<file path="src/clk_cfg_pkg.sv">
// Constants and carrier types of the clock generator configuration bank.
// Assumes one 100 MHz clock and an 8-bit register port fed by the serial
// interface engine on the same clock.
package clk_cfg_pkg;

	// Register port geometry.
	localparam int ADDR_W = 16;
	localparam int DATA_W = 8;

	// Register offsets.
	localparam logic [15:0] HOLD_GOAL_LO_OFF   = 16'h05B1;
	localparam logic [15:0] HOLD_GOAL_HI_OFF   = 16'h05B2;
	localparam logic [15:0] EXT_REF_SEL_OFF    = 16'h090E;
	localparam logic [15:0] IO_VOLT_SEL_OFF    = 16'h0943;
	localparam logic [15:0] IN_BUF_CTRL_OFF    = 16'h0949;
	localparam logic [15:0] IN_DET_GATE_OFF    = 16'h094A;
	localparam logic [15:0] IN_HYST_LO_OFF     = 16'h094E;
	localparam logic [15:0] IN_HYST_HI_THR_OFF = 16'h094F;
	localparam logic [15:0] DIV_HALF_STEP_OFF  = 16'h0A02;
	localparam logic [15:0] DIV_ROUTE_OFF      = 16'h0A03;
	localparam logic [15:0] DIV_INT_MODE_OFF   = 16'h0A04;
	localparam logic [15:0] DIV_POWER_OFF      = 16'h0A05;
	localparam logic [15:0] DIV0_AUTODIS_OFF   = 16'h0A14;
	localparam logic [15:0] DIV1_AUTODIS_OFF   = 16'h0A1A;
	localparam logic [15:0] DIV2_AUTODIS_OFF   = 16'h0A20;
	localparam logic [15:0] DIV3_AUTODIS_OFF   = 16'h0A26;

	// Field positions.
	localparam int EXT_REF_BIT     = 0;
	localparam int IO_VOLT_BIT     = 0;
	localparam int IN_ENABLE_LSB   = 0;
	localparam int IN_PULSED_LSB   = 4;
	localparam int IN_GATE_LSB     = 0;
	localparam int HYST_HI_LSB     = 0;
	localparam int THR_HIGH_LSB    = 4;
	localparam int DIV_FIELD_LSB   = 0;
	localparam int AUTODIS_BIT     = 3;

	// Reset values; the voltage select comes up at the 1.8 V setting.
	localparam logic        EXT_REF_RST   = 1'h0;
	localparam logic        IO_VOLT_RST   = 1'h0;
	localparam logic [3:0]  IN_FIELD_RST  = 4'h0;
	localparam logic [11:0] HYST_RST      = 12'h000;
	localparam logic [4:0]  DIV_FIELD_RST = 5'h00;
	localparam logic [3:0]  AUTODIS_RST   = 4'h0;
	localparam logic [15:0] HOLD_GOAL_RST = 16'h0000;
	localparam logic [7:0]  RDATA_RST     = 8'h00;
	localparam logic        VALID_RST     = 1'h0;
	localparam logic        MISS_RST      = 1'h0;

	// Per-input configuration as delivered to the input buffers.
	typedef struct packed {
		logic [3:0]  enable;
		logic [3:0]  pulsed_cmos;
		logic [3:0]  threshold_high;
		logic [3:0]  detector_gate;
		logic [11:0] hysteresis_select;
	} input_cfg_s;

	// Per-divider configuration as delivered to the output dividers.
	typedef struct packed {
		logic [4:0] half_step;
		logic [4:0] route_on;
		logic [4:0] integer_only;
		logic [4:0] power_up;
		logic [3:0] load_autodisable;
	} divider_cfg_s;

	// One register access from the serial interface engine.
	typedef struct packed {
		logic              wr;
		logic              rd;
		logic [ADDR_W-1:0] addr;
		logic [DATA_W-1:0] wdata;
	} reg_req_s;

endpackage

</file>
<file path="src/clock_config_regs.sv">
// Configuration register bank for the reference, input and output divider
// controls of the clock generator.
// Assumes the serial interface engine runs on clk and presents at most one
// access per cycle; the serial protocol itself lives outside this module.

// Operation
// - One bit selects 1.8 V or 3.3 V.
// - Voltage select resets to 1.8 V setting.
// - Input enable bits power each buffer.
// - Bits 7:4 choose pulsed CMOS format.
// - Threshold bits choose low or standard.
// - Four bits gate inputs to detector.
// - Twelve-bit hysteresis split over two registers.
// - Five half-step bits, one per divider.
// - Route enable bits must be one; the bank resets them to zero and stores what is written.
// - Integer-mode bits choose integer-only division.
// - Power bits power dividers up or down.
// - Dividers 0-3 load auto-disable at bit 3.
// - Holdover settle goal spans two registers.
module clock_config_regs (
	// Clock and reset.
	input  wire logic                              clk,
	input  wire logic                              rst,
	// Register access from the serial interface engine.
	input  wire clk_cfg_pkg::reg_req_s             req,
	output logic        [clk_cfg_pkg::DATA_W-1:0]  rd_data_q,
	output logic                                   rd_valid_q,
	output logic                                   addr_miss_q,
	// Reference and I/O controls.
	output logic                                   external_reference_select_q,
	output logic                                   io_voltage_3v3_q,
	// Input buffer controls.
	output clk_cfg_pkg::input_cfg_s                input_cfg_q,
	// Output divider controls.
	output clk_cfg_pkg::divider_cfg_s              divider_cfg_q,
	// Holdover settle goal.
	output logic        [15:0]                     holdover_settle_goal_q
);

	// Write hit on one register offset.
	function automatic logic wr_hit(
		input clk_cfg_pkg::reg_req_s r,
		input logic [15:0]           off
	);
		wr_hit = r.wr && (r.addr == off);
	endfunction

	// Is the offset one of the mapped registers of this bank.
	function automatic logic is_mapped(input logic [15:0] a);
		case (a)
			clk_cfg_pkg::HOLD_GOAL_LO_OFF,
			clk_cfg_pkg::HOLD_GOAL_HI_OFF,
			clk_cfg_pkg::EXT_REF_SEL_OFF,
			clk_cfg_pkg::IO_VOLT_SEL_OFF,
			clk_cfg_pkg::IN_BUF_CTRL_OFF,
			clk_cfg_pkg::IN_DET_GATE_OFF,
			clk_cfg_pkg::IN_HYST_LO_OFF,
			clk_cfg_pkg::IN_HYST_HI_THR_OFF,
			clk_cfg_pkg::DIV_HALF_STEP_OFF,
			clk_cfg_pkg::DIV_ROUTE_OFF,
			clk_cfg_pkg::DIV_INT_MODE_OFF,
			clk_cfg_pkg::DIV_POWER_OFF,
			clk_cfg_pkg::DIV0_AUTODIS_OFF,
			clk_cfg_pkg::DIV1_AUTODIS_OFF,
			clk_cfg_pkg::DIV2_AUTODIS_OFF,
			clk_cfg_pkg::DIV3_AUTODIS_OFF:
				is_mapped = 1'b1;
			default:
				is_mapped = 1'b0;
		endcase
	endfunction

	// Read value assembled from the live register state.
	logic [clk_cfg_pkg::DATA_W-1:0] rd_data_d;

	// One register per field, two for the hysteresis select; the output structs
	// are only wiring, so every field bit has exactly one process that writes it.
	logic [3:0] in_enable_q;
	logic [3:0] in_pulsed_q;
	logic [3:0] in_gate_q;
	logic [7:0] hyst_lo_q;
	logic [3:0] hyst_hi_q;
	logic [3:0] thr_high_q;
	logic [4:0] half_step_q;
	logic [4:0] route_on_q;
	logic [4:0] integer_only_q;
	logic [4:0] power_up_q;
	logic [3:0] autodis_q;

	// Input field registers gathered into the input carrier; this is pure
	// wiring, so each output bit still comes straight from a flip-flop.
	assign input_cfg_q = '{
		enable:            in_enable_q,
		pulsed_cmos:       in_pulsed_q,
		threshold_high:    thr_high_q,
		detector_gate:     in_gate_q,
		hysteresis_select: {hyst_hi_q, hyst_lo_q}
	};

	// Divider field registers gathered into the divider carrier.
	assign divider_cfg_q = '{
		half_step:        half_step_q,
		route_on:         route_on_q,
		integer_only:     integer_only_q,
		power_up:         power_up_q,
		load_autodisable: autodis_q
	};

	// External reference source select; the host must keep it set while
	// an oscillator drives the crystal pins, the bank only stores it.
	always_ff @(posedge clk or posedge rst)
	begin
		if (rst)
			external_reference_select_q <= clk_cfg_pkg::EXT_REF_RST;
		else if (wr_hit(req, clk_cfg_pkg::EXT_REF_SEL_OFF))
			external_reference_select_q <=
				req.wdata[clk_cfg_pkg::EXT_REF_BIT];
	end

	// Digital I/O threshold select: zero is 1.8 V, one is 3.3 V. Reset
	// lands on 1.8 V so that the first writes work from either host supply.
	always_ff @(posedge clk or posedge rst)
	begin
		if (rst)
			io_voltage_3v3_q <= clk_cfg_pkg::IO_VOLT_RST;
		else if (wr_hit(req, clk_cfg_pkg::IO_VOLT_SEL_OFF))
			io_voltage_3v3_q <=
				req.wdata[clk_cfg_pkg::IO_VOLT_BIT];
	end

	// Input buffer enables and pulsed CMOS format share one register.
	always_ff @(posedge clk or posedge rst)
	begin
		if (rst)
		begin
			in_enable_q <= clk_cfg_pkg::IN_FIELD_RST;
			in_pulsed_q <= clk_cfg_pkg::IN_FIELD_RST;
		end
		else if (wr_hit(req, clk_cfg_pkg::IN_BUF_CTRL_OFF))
		begin
			// A zero enable bit also powers its buffer down.
			in_enable_q <=
				req.wdata[clk_cfg_pkg::IN_ENABLE_LSB +: 4];
			in_pulsed_q <=
				req.wdata[clk_cfg_pkg::IN_PULSED_LSB +: 4];
		end
	end

	// Gates each input clock into the phase detector path.
	always_ff @(posedge clk or posedge rst)
	begin
		if (rst)
			in_gate_q <= clk_cfg_pkg::IN_FIELD_RST;
		else if (wr_hit(req, clk_cfg_pkg::IN_DET_GATE_OFF))
			in_gate_q <=
				req.wdata[clk_cfg_pkg::IN_GATE_LSB +: 4];
	end

	// Hysteresis select: low byte in one register, upper nibble shares
	// the next register with the CMOS threshold bits. Each byte lands on
	// its own write, so software sees a torn value between the two.
	always_ff @(posedge clk or posedge rst)
	begin
		if (rst)
			hyst_lo_q <= clk_cfg_pkg::HYST_RST[7:0];
		else if (wr_hit(req, clk_cfg_pkg::IN_HYST_LO_OFF))
			hyst_lo_q <= req.wdata;
	end

	// Upper hysteresis nibble and per-input CMOS threshold select.
	always_ff @(posedge clk or posedge rst)
	begin
		if (rst)
		begin
			hyst_hi_q  <= clk_cfg_pkg::HYST_RST[11:8];
			thr_high_q <= clk_cfg_pkg::IN_FIELD_RST;
		end
		else if (wr_hit(req, clk_cfg_pkg::IN_HYST_HI_THR_OFF))
		begin
			hyst_hi_q <=
				req.wdata[clk_cfg_pkg::HYST_HI_LSB +: 4];
			// Zero picks the low pulsed threshold, one the standard one.
			thr_high_q <=
				req.wdata[clk_cfg_pkg::THR_HIGH_LSB +: 4];
		end
	end

	// Half-step add, one bit per output divider.
	always_ff @(posedge clk or posedge rst)
	begin
		if (rst)
			half_step_q <= clk_cfg_pkg::DIV_FIELD_RST;
		else if (wr_hit(req, clk_cfg_pkg::DIV_HALF_STEP_OFF))
			half_step_q <=
				req.wdata[clk_cfg_pkg::DIV_FIELD_LSB +: 5];
	end

	// Divider routing enables; a divider runs only with this bit, its
	// power bit and its clock enable elsewhere all set.
	always_ff @(posedge clk or posedge rst)
	begin
		if (rst)
			route_on_q <= clk_cfg_pkg::DIV_FIELD_RST;
		else if (wr_hit(req, clk_cfg_pkg::DIV_ROUTE_OFF))
			route_on_q <=
				req.wdata[clk_cfg_pkg::DIV_FIELD_LSB +: 5];
	end

	// Integer-only division select. The new mode only takes hold in the
	// dividers after the host issues a soft reset; this bank does not
	// track whether that has happened.
	always_ff @(posedge clk or posedge rst)
	begin
		if (rst)
			integer_only_q <= clk_cfg_pkg::DIV_FIELD_RST;
		else if (wr_hit(req, clk_cfg_pkg::DIV_INT_MODE_OFF))
			integer_only_q <=
				req.wdata[clk_cfg_pkg::DIV_FIELD_LSB +: 5];
	end

	// Divider power: zero powers down, one powers up.
	always_ff @(posedge clk or posedge rst)
	begin
		if (rst)
			power_up_q <= clk_cfg_pkg::DIV_FIELD_RST;
		else if (wr_hit(req, clk_cfg_pkg::DIV_POWER_OFF))
			power_up_q <=
				req.wdata[clk_cfg_pkg::DIV_FIELD_LSB +: 5];
	end

	// Load auto-disable, bit 3 of a register of its own for dividers 0-3.
	always_ff @(posedge clk or posedge rst)
	begin
		if (rst)
			autodis_q <= clk_cfg_pkg::AUTODIS_RST;
		else
		begin
			if (wr_hit(req, clk_cfg_pkg::DIV0_AUTODIS_OFF))
				autodis_q[0] <=
					req.wdata[clk_cfg_pkg::AUTODIS_BIT];
			if (wr_hit(req, clk_cfg_pkg::DIV1_AUTODIS_OFF))
				autodis_q[1] <=
					req.wdata[clk_cfg_pkg::AUTODIS_BIT];
			if (wr_hit(req, clk_cfg_pkg::DIV2_AUTODIS_OFF))
				autodis_q[2] <=
					req.wdata[clk_cfg_pkg::AUTODIS_BIT];
			if (wr_hit(req, clk_cfg_pkg::DIV3_AUTODIS_OFF))
				autodis_q[3] <=
					req.wdata[clk_cfg_pkg::AUTODIS_BIT];
		end
	end

	// Holdover settle goal, low byte then high byte.
	always_ff @(posedge clk or posedge rst)
	begin
		if (rst)
			holdover_settle_goal_q <= clk_cfg_pkg::HOLD_GOAL_RST;
		else
		begin
			if (wr_hit(req, clk_cfg_pkg::HOLD_GOAL_LO_OFF))
				holdover_settle_goal_q[7:0] <= req.wdata;
			if (wr_hit(req, clk_cfg_pkg::HOLD_GOAL_HI_OFF))
				holdover_settle_goal_q[15:8] <= req.wdata;
		end
	end

	// Read mux; unused positions are padded with zeros on purpose.
	always_comb
	begin
		rd_data_d = clk_cfg_pkg::RDATA_RST;
		case (req.addr)
			clk_cfg_pkg::HOLD_GOAL_LO_OFF:
				rd_data_d = holdover_settle_goal_q[7:0];
			clk_cfg_pkg::HOLD_GOAL_HI_OFF:
				rd_data_d = holdover_settle_goal_q[15:8];
			clk_cfg_pkg::EXT_REF_SEL_OFF:
				rd_data_d[clk_cfg_pkg::EXT_REF_BIT] =
					external_reference_select_q;
			clk_cfg_pkg::IO_VOLT_SEL_OFF:
				rd_data_d[clk_cfg_pkg::IO_VOLT_BIT] =
					io_voltage_3v3_q;
			clk_cfg_pkg::IN_BUF_CTRL_OFF:
			begin
				rd_data_d[clk_cfg_pkg::IN_ENABLE_LSB +: 4] =
					input_cfg_q.enable;
				rd_data_d[clk_cfg_pkg::IN_PULSED_LSB +: 4] =
					input_cfg_q.pulsed_cmos;
			end
			clk_cfg_pkg::IN_DET_GATE_OFF:
				rd_data_d[clk_cfg_pkg::IN_GATE_LSB +: 4] =
					input_cfg_q.detector_gate;
			clk_cfg_pkg::IN_HYST_LO_OFF:
				rd_data_d = input_cfg_q.hysteresis_select[7:0];
			clk_cfg_pkg::IN_HYST_HI_THR_OFF:
			begin
				rd_data_d[clk_cfg_pkg::HYST_HI_LSB +: 4] =
					input_cfg_q.hysteresis_select[11:8];
				rd_data_d[clk_cfg_pkg::THR_HIGH_LSB +: 4] =
					input_cfg_q.threshold_high;
			end
			clk_cfg_pkg::DIV_HALF_STEP_OFF:
				rd_data_d[clk_cfg_pkg::DIV_FIELD_LSB +: 5] =
					divider_cfg_q.half_step;
			clk_cfg_pkg::DIV_ROUTE_OFF:
				rd_data_d[clk_cfg_pkg::DIV_FIELD_LSB +: 5] =
					divider_cfg_q.route_on;
			clk_cfg_pkg::DIV_INT_MODE_OFF:
				rd_data_d[clk_cfg_pkg::DIV_FIELD_LSB +: 5] =
					divider_cfg_q.integer_only;
			clk_cfg_pkg::DIV_POWER_OFF:
				rd_data_d[clk_cfg_pkg::DIV_FIELD_LSB +: 5] =
					divider_cfg_q.power_up;
			clk_cfg_pkg::DIV0_AUTODIS_OFF:
				rd_data_d[clk_cfg_pkg::AUTODIS_BIT] =
					divider_cfg_q.load_autodisable[0];
			clk_cfg_pkg::DIV1_AUTODIS_OFF:
				rd_data_d[clk_cfg_pkg::AUTODIS_BIT] =
					divider_cfg_q.load_autodisable[1];
			clk_cfg_pkg::DIV2_AUTODIS_OFF:
				rd_data_d[clk_cfg_pkg::AUTODIS_BIT] =
					divider_cfg_q.load_autodisable[2];
			clk_cfg_pkg::DIV3_AUTODIS_OFF:
				rd_data_d[clk_cfg_pkg::AUTODIS_BIT] =
					divider_cfg_q.load_autodisable[3];
			default:
				rd_data_d = clk_cfg_pkg::RDATA_RST;
		endcase
	end

	// Read valid follows each read strobe by exactly one cycle.
	always_ff @(posedge clk or posedge rst)
	begin
		if (rst)
			rd_valid_q <= clk_cfg_pkg::VALID_RST;
		else
			rd_valid_q <= req.rd;
	end

	// Read data one cycle after the request; it holds until the next read
	// so a slow serial shifter can pick it up at leisure. A write in the
	// same cycle lands at the same edge, so the read returns the old value.
	always_ff @(posedge clk or posedge rst)
	begin
		if (rst)
			rd_data_q <= clk_cfg_pkg::RDATA_RST;
		else if (req.rd)
			rd_data_q <= rd_data_d;
	end

	// Flags any access to an offset this bank does not hold, so the
	// serial engine can tell a real zero from an unmapped location.
	always_ff @(posedge clk or posedge rst)
	begin
		if (rst)
			addr_miss_q <= clk_cfg_pkg::MISS_RST;
		else
			addr_miss_q <= (req.rd || req.wr) && !is_mapped(req.addr);
	end

endmodule

</file>
<file path="config.mk">
export PLATFORM = sky130hd
export DESIGN_NAME = clock_config_regs
export DESIGN_NICKNAME = d
export VERILOG_FILES = /design/src/clk_cfg_pkg.sv /design/src/clock_config_regs.sv
export SDC_FILE = /design/constraint.sdc
export NUM_CORES = 1
export LEC_CHECK = 0
export BUFFER_PORTS_ARGS = -buffer_cell sky130_fd_sc_hd__buf_4
export CAP_MARGIN = 5
export CORE_MARGIN = 2
export CORE_UTILIZATION = 45
export DETAILED_ROUTE_END_ITERATION = 12
export PLACE_DENSITY_LB_ADDON = 0.3
export SKIP_CTS_REPAIR_TIMING = 1
export SYNTH_ARGS = -nofsm -noshare
export SYNTH_HDL_FRONTEND = slang
export SYNTH_SLANG_ARGS = --single-unit
</file>
<file path="constraint.sdc">
create_clock -name clk -period 2.8 [get_ports clk]
set_clock_uncertainty 0.2 [all_clocks]
set_input_delay 0 -clock clk [delete_from_list [all_inputs] [get_ports clk]]
set_output_delay 0 -clock clk [all_outputs]
set_load 0.1 [all_outputs]
</file>
==> flow_metrics.tcl <==
set metrics [dict create \
    status "complete, but fails checks" \
    violations "negative hold slack" \
    finish.utilization 0.606 \
    slew_headroom 0.403 \
    die_area_sq_um 9490 \
    synth_cell_type_count 49 \
    grt_pass1_wl_mm 17.6 \
    cts.sinks 80 \
    wl_mm 11.4 \
    post-route-min-period_ns 2.67 \
    cp.arrival_ns 2.71 \
    cts_tree "done" \
    path_max_fanout 9 \
    crit_path_start_kind "primary input" \
    grt-ovfl-total 0 \
    hp-start "req[13]" \
    async_flop_share 1.00 \
    htreeDepth 3 \
    required_ns 2.84 \
    tightest_slew_ns 0.887 \
    synth-main-ff-cell "dfrtp_1" \
    syn_inst 314 \
    dr_wl_met3_um 789 \
    worstHoldPathCells 6 \
    diodes 0 \
    fmax_ghz 0.375 \
    clk_pin_slew_worst_paths_ns 0.08 \
    postRouteAntennaNets 0 \
    route.detailed.drc 0 \
    synth_area_sq_um 3930 \
    grt_pass1_vias 3191 \
    finalSetupTns_ns 0 \
    cts-buffers-inserted 9 \
    max-vdd-ir-drop_uv 284 \
    clk_path_buf_depth 2 \
    nets 472 \
    die_h_um 97.4 \
    reg2reg_from "in_enable_q[0]" \
    reg2reg_to "rd_data_q[0]" \
    post-route-period-util 0.952 \
    reg2reg_slack_ns 1.16 \
    p_per_area_nw_per_um2 413 \
    area_growth_syn_to_layout_pct 32.6 \
    grt_antenna_before_repair 0 \
    top_layer_used "met4" \
    grt_max_degree 81 \
    p_total_mw 2.15 \
    port_buffers 107 \
    critPathKind "in2reg" \
    synth-edff-count 0 \
    setup_viol 0 \
    grtUsageTotal 0.239 \
    vias 3264 \
    fin_hold_ws_ns -0.0300 \
    cts_root_buf "clkbuf_8" \
    syn-num-nets 342 \
    drv_slew 0 \
    drive_above_1_share 0.488 \
    drtPass1Iterations 7 \
    synth-seq-area-share 0.510 \
    die_w_um 97.4 \
    place_congestion 0.879 \
    power.leakage_nw 2.58 \
    ys_warn_count 0 \
    synth-seq-cells 80 \
    worstSkewPairLatency_ns 0.36 \
    min_to "autodis_q[1]" \
    dp_hpwl_mm 8.12 \
    start_util 0.457 \
    via_per_inst 5.86 \
    worst_r2r_path_depth 4 \
    fp.coreArea_sq_um 8590 \
    rows 34 \
    pin_count 108 \
    wl_met2_mm 5.16 \
    syn_area_per_cell_sq_um 12.5 \
    wl_met1_mm 5.05 \
    critPathCaptureType "flop" \
    rsz0062_at_grt "no" \
    maxCapViolCount 0 \
    drt_iter0_markers 219 \
    hold_viol 3 \
    hold_class "in2reg" \
    wl_per_cell_um 20.5 \
]
==> critical path, stage by stage <==
cell and delay (ns):
dlygate4sd3_1 0.54, buf_4 0.14, or4b_1 0.59, or2_1 0.35, or4_1 0.71, mux2_4 0.36
==> layout make-up <==
class | count | area [sq um]
sequential | 80 | 2000
clock buffer | 11 | 141
timing repair buffer | 135 | 1060
clock inverter | 5 | 32.5
multi-input combinational | 213 | 1820
tap | 108 | 135
fill | 738 | 3390
inverter | 5 | 18.8
==> cell usage after synthesis, types with 3 or more instances <==
cell type	instances	share of area
dfrtp_1	80	0.51
mux2_2	56	0.16
nand2_1	28	0.027
mux2_4	13	0.050
nor4_1	12	0.019
a22oi_1	11	0.021
nor2_1	11	0.011
nor3_1	9	0.011
a22o_1	7	0.016
clkbuf_1	7	0.0067
a211oi_1	5	0.0096
a221oi_1	5	0.011
inv_1	5	0.0048
a222oi_1	4	0.010
or4bb_1	4	0.011
a41oi_1	3	0.0067
buf_1	3	0.0029
buf_2	3	0.0038
buf_6	3	0.0086
nand2b_1	3	0.0048
nand4_1	3	0.0048
nor2b_1	3	0.0048
==> flip-flops by register name, summed over array words and instances, names as in the netlist, 5 cells and up <==
signal and count:
holdover_settle_goal_q 16, hyst_lo_q 8, rd_data_q 8, half_step_q 5, integer_only_q 5, power_up_q 5
route_on_q 5
==> through the flow <==
stage,instance area [sq um],instances,worst slack (ns)
after floorplan,3930,314,0.502
after CTS,5080,544,0.422
after global placement,4900,528,0.149
after detailed placement,4900,528,0.0430
after global routing,5210,557,0.0249
final,5210,557,0.134
==> routing by layer <==
metal,GRT usage,vias up
li1,-,1472
met1,0.341,1601
met2,0.356,160
met3,0.0396,31
met4,0.114,0
met5,0,-
==> worst max path at each step <==
stage                        from                         to  slack (ns)  cells after the start
final                     req[14]          integer_only_q[2]        0.13                      6
after detailed placement  req[21]  holdover_settle_goal_q[4]        0.04                      6
after global routing      req[14]               rd_data_q[3]        0.02                      8
after floorplan           req[21]               hyst_lo_q[1]        0.50                      7
after global placement    req[21]  holdover_settle_goal_q[3]        0.15                      6
after CTS                 req[21]  holdover_settle_goal_q[4]        0.42                      6
==> report_power, final <==
part | internal [mW] | switching, mW
logic | 0.0684 | 0.147
clock network | 0.343 | 0.425
registers | 1.16 | 0.00576
total | 1.57 | 0.578
==> cell families (layout without fill, tap and decap cells) <==
group           count (synthesis)  after routing  share of synthesized area
mux                            69             69                      0.210
simple gates                  101            101                      0.161
flops                          80             80                      0.510
buf+inv                        21            156                     0.0268
compound gates                 42             42                     0.0902
xor+xnor                        1              1                    0.00223
==> layout by cell type, fill, tap and decap left out, types with 2 or more instances in the layout <==
cell type	synthesis	layout
a211oi_1	5	5
a221o_1	2	2
a221oi_1	5	5
a222oi_1	4	4
a22o_1	7	7
a22oi_1	11	11
a41oi_1	3	3
buf_4	0	121
clkbuf_8	0	10
clkinv_2	0	2
clkinvlp_4	0	3
dfrtp_1	80	80
dlygate4sd3_1	0	13
inv_1	5	4
mux2_2	56	56
mux2_4	13	13
nand2_1	28	28
nand2b_1	3	3
nand4_1	3	3
nand4b_1	2	2
nor2_1	11	11
nor2b_1	3	3
nor3_1	9	9
nor3b_1	2	2
nor4_1	12	12
or2_1	2	2
or2_2	2	2
or3_1	2	2
or4_1	2	2
or4_4	2	2
or4b_1	2	2
or4bb_1	4	4
No activity file was read; power rests on OpenSTA's default activity.
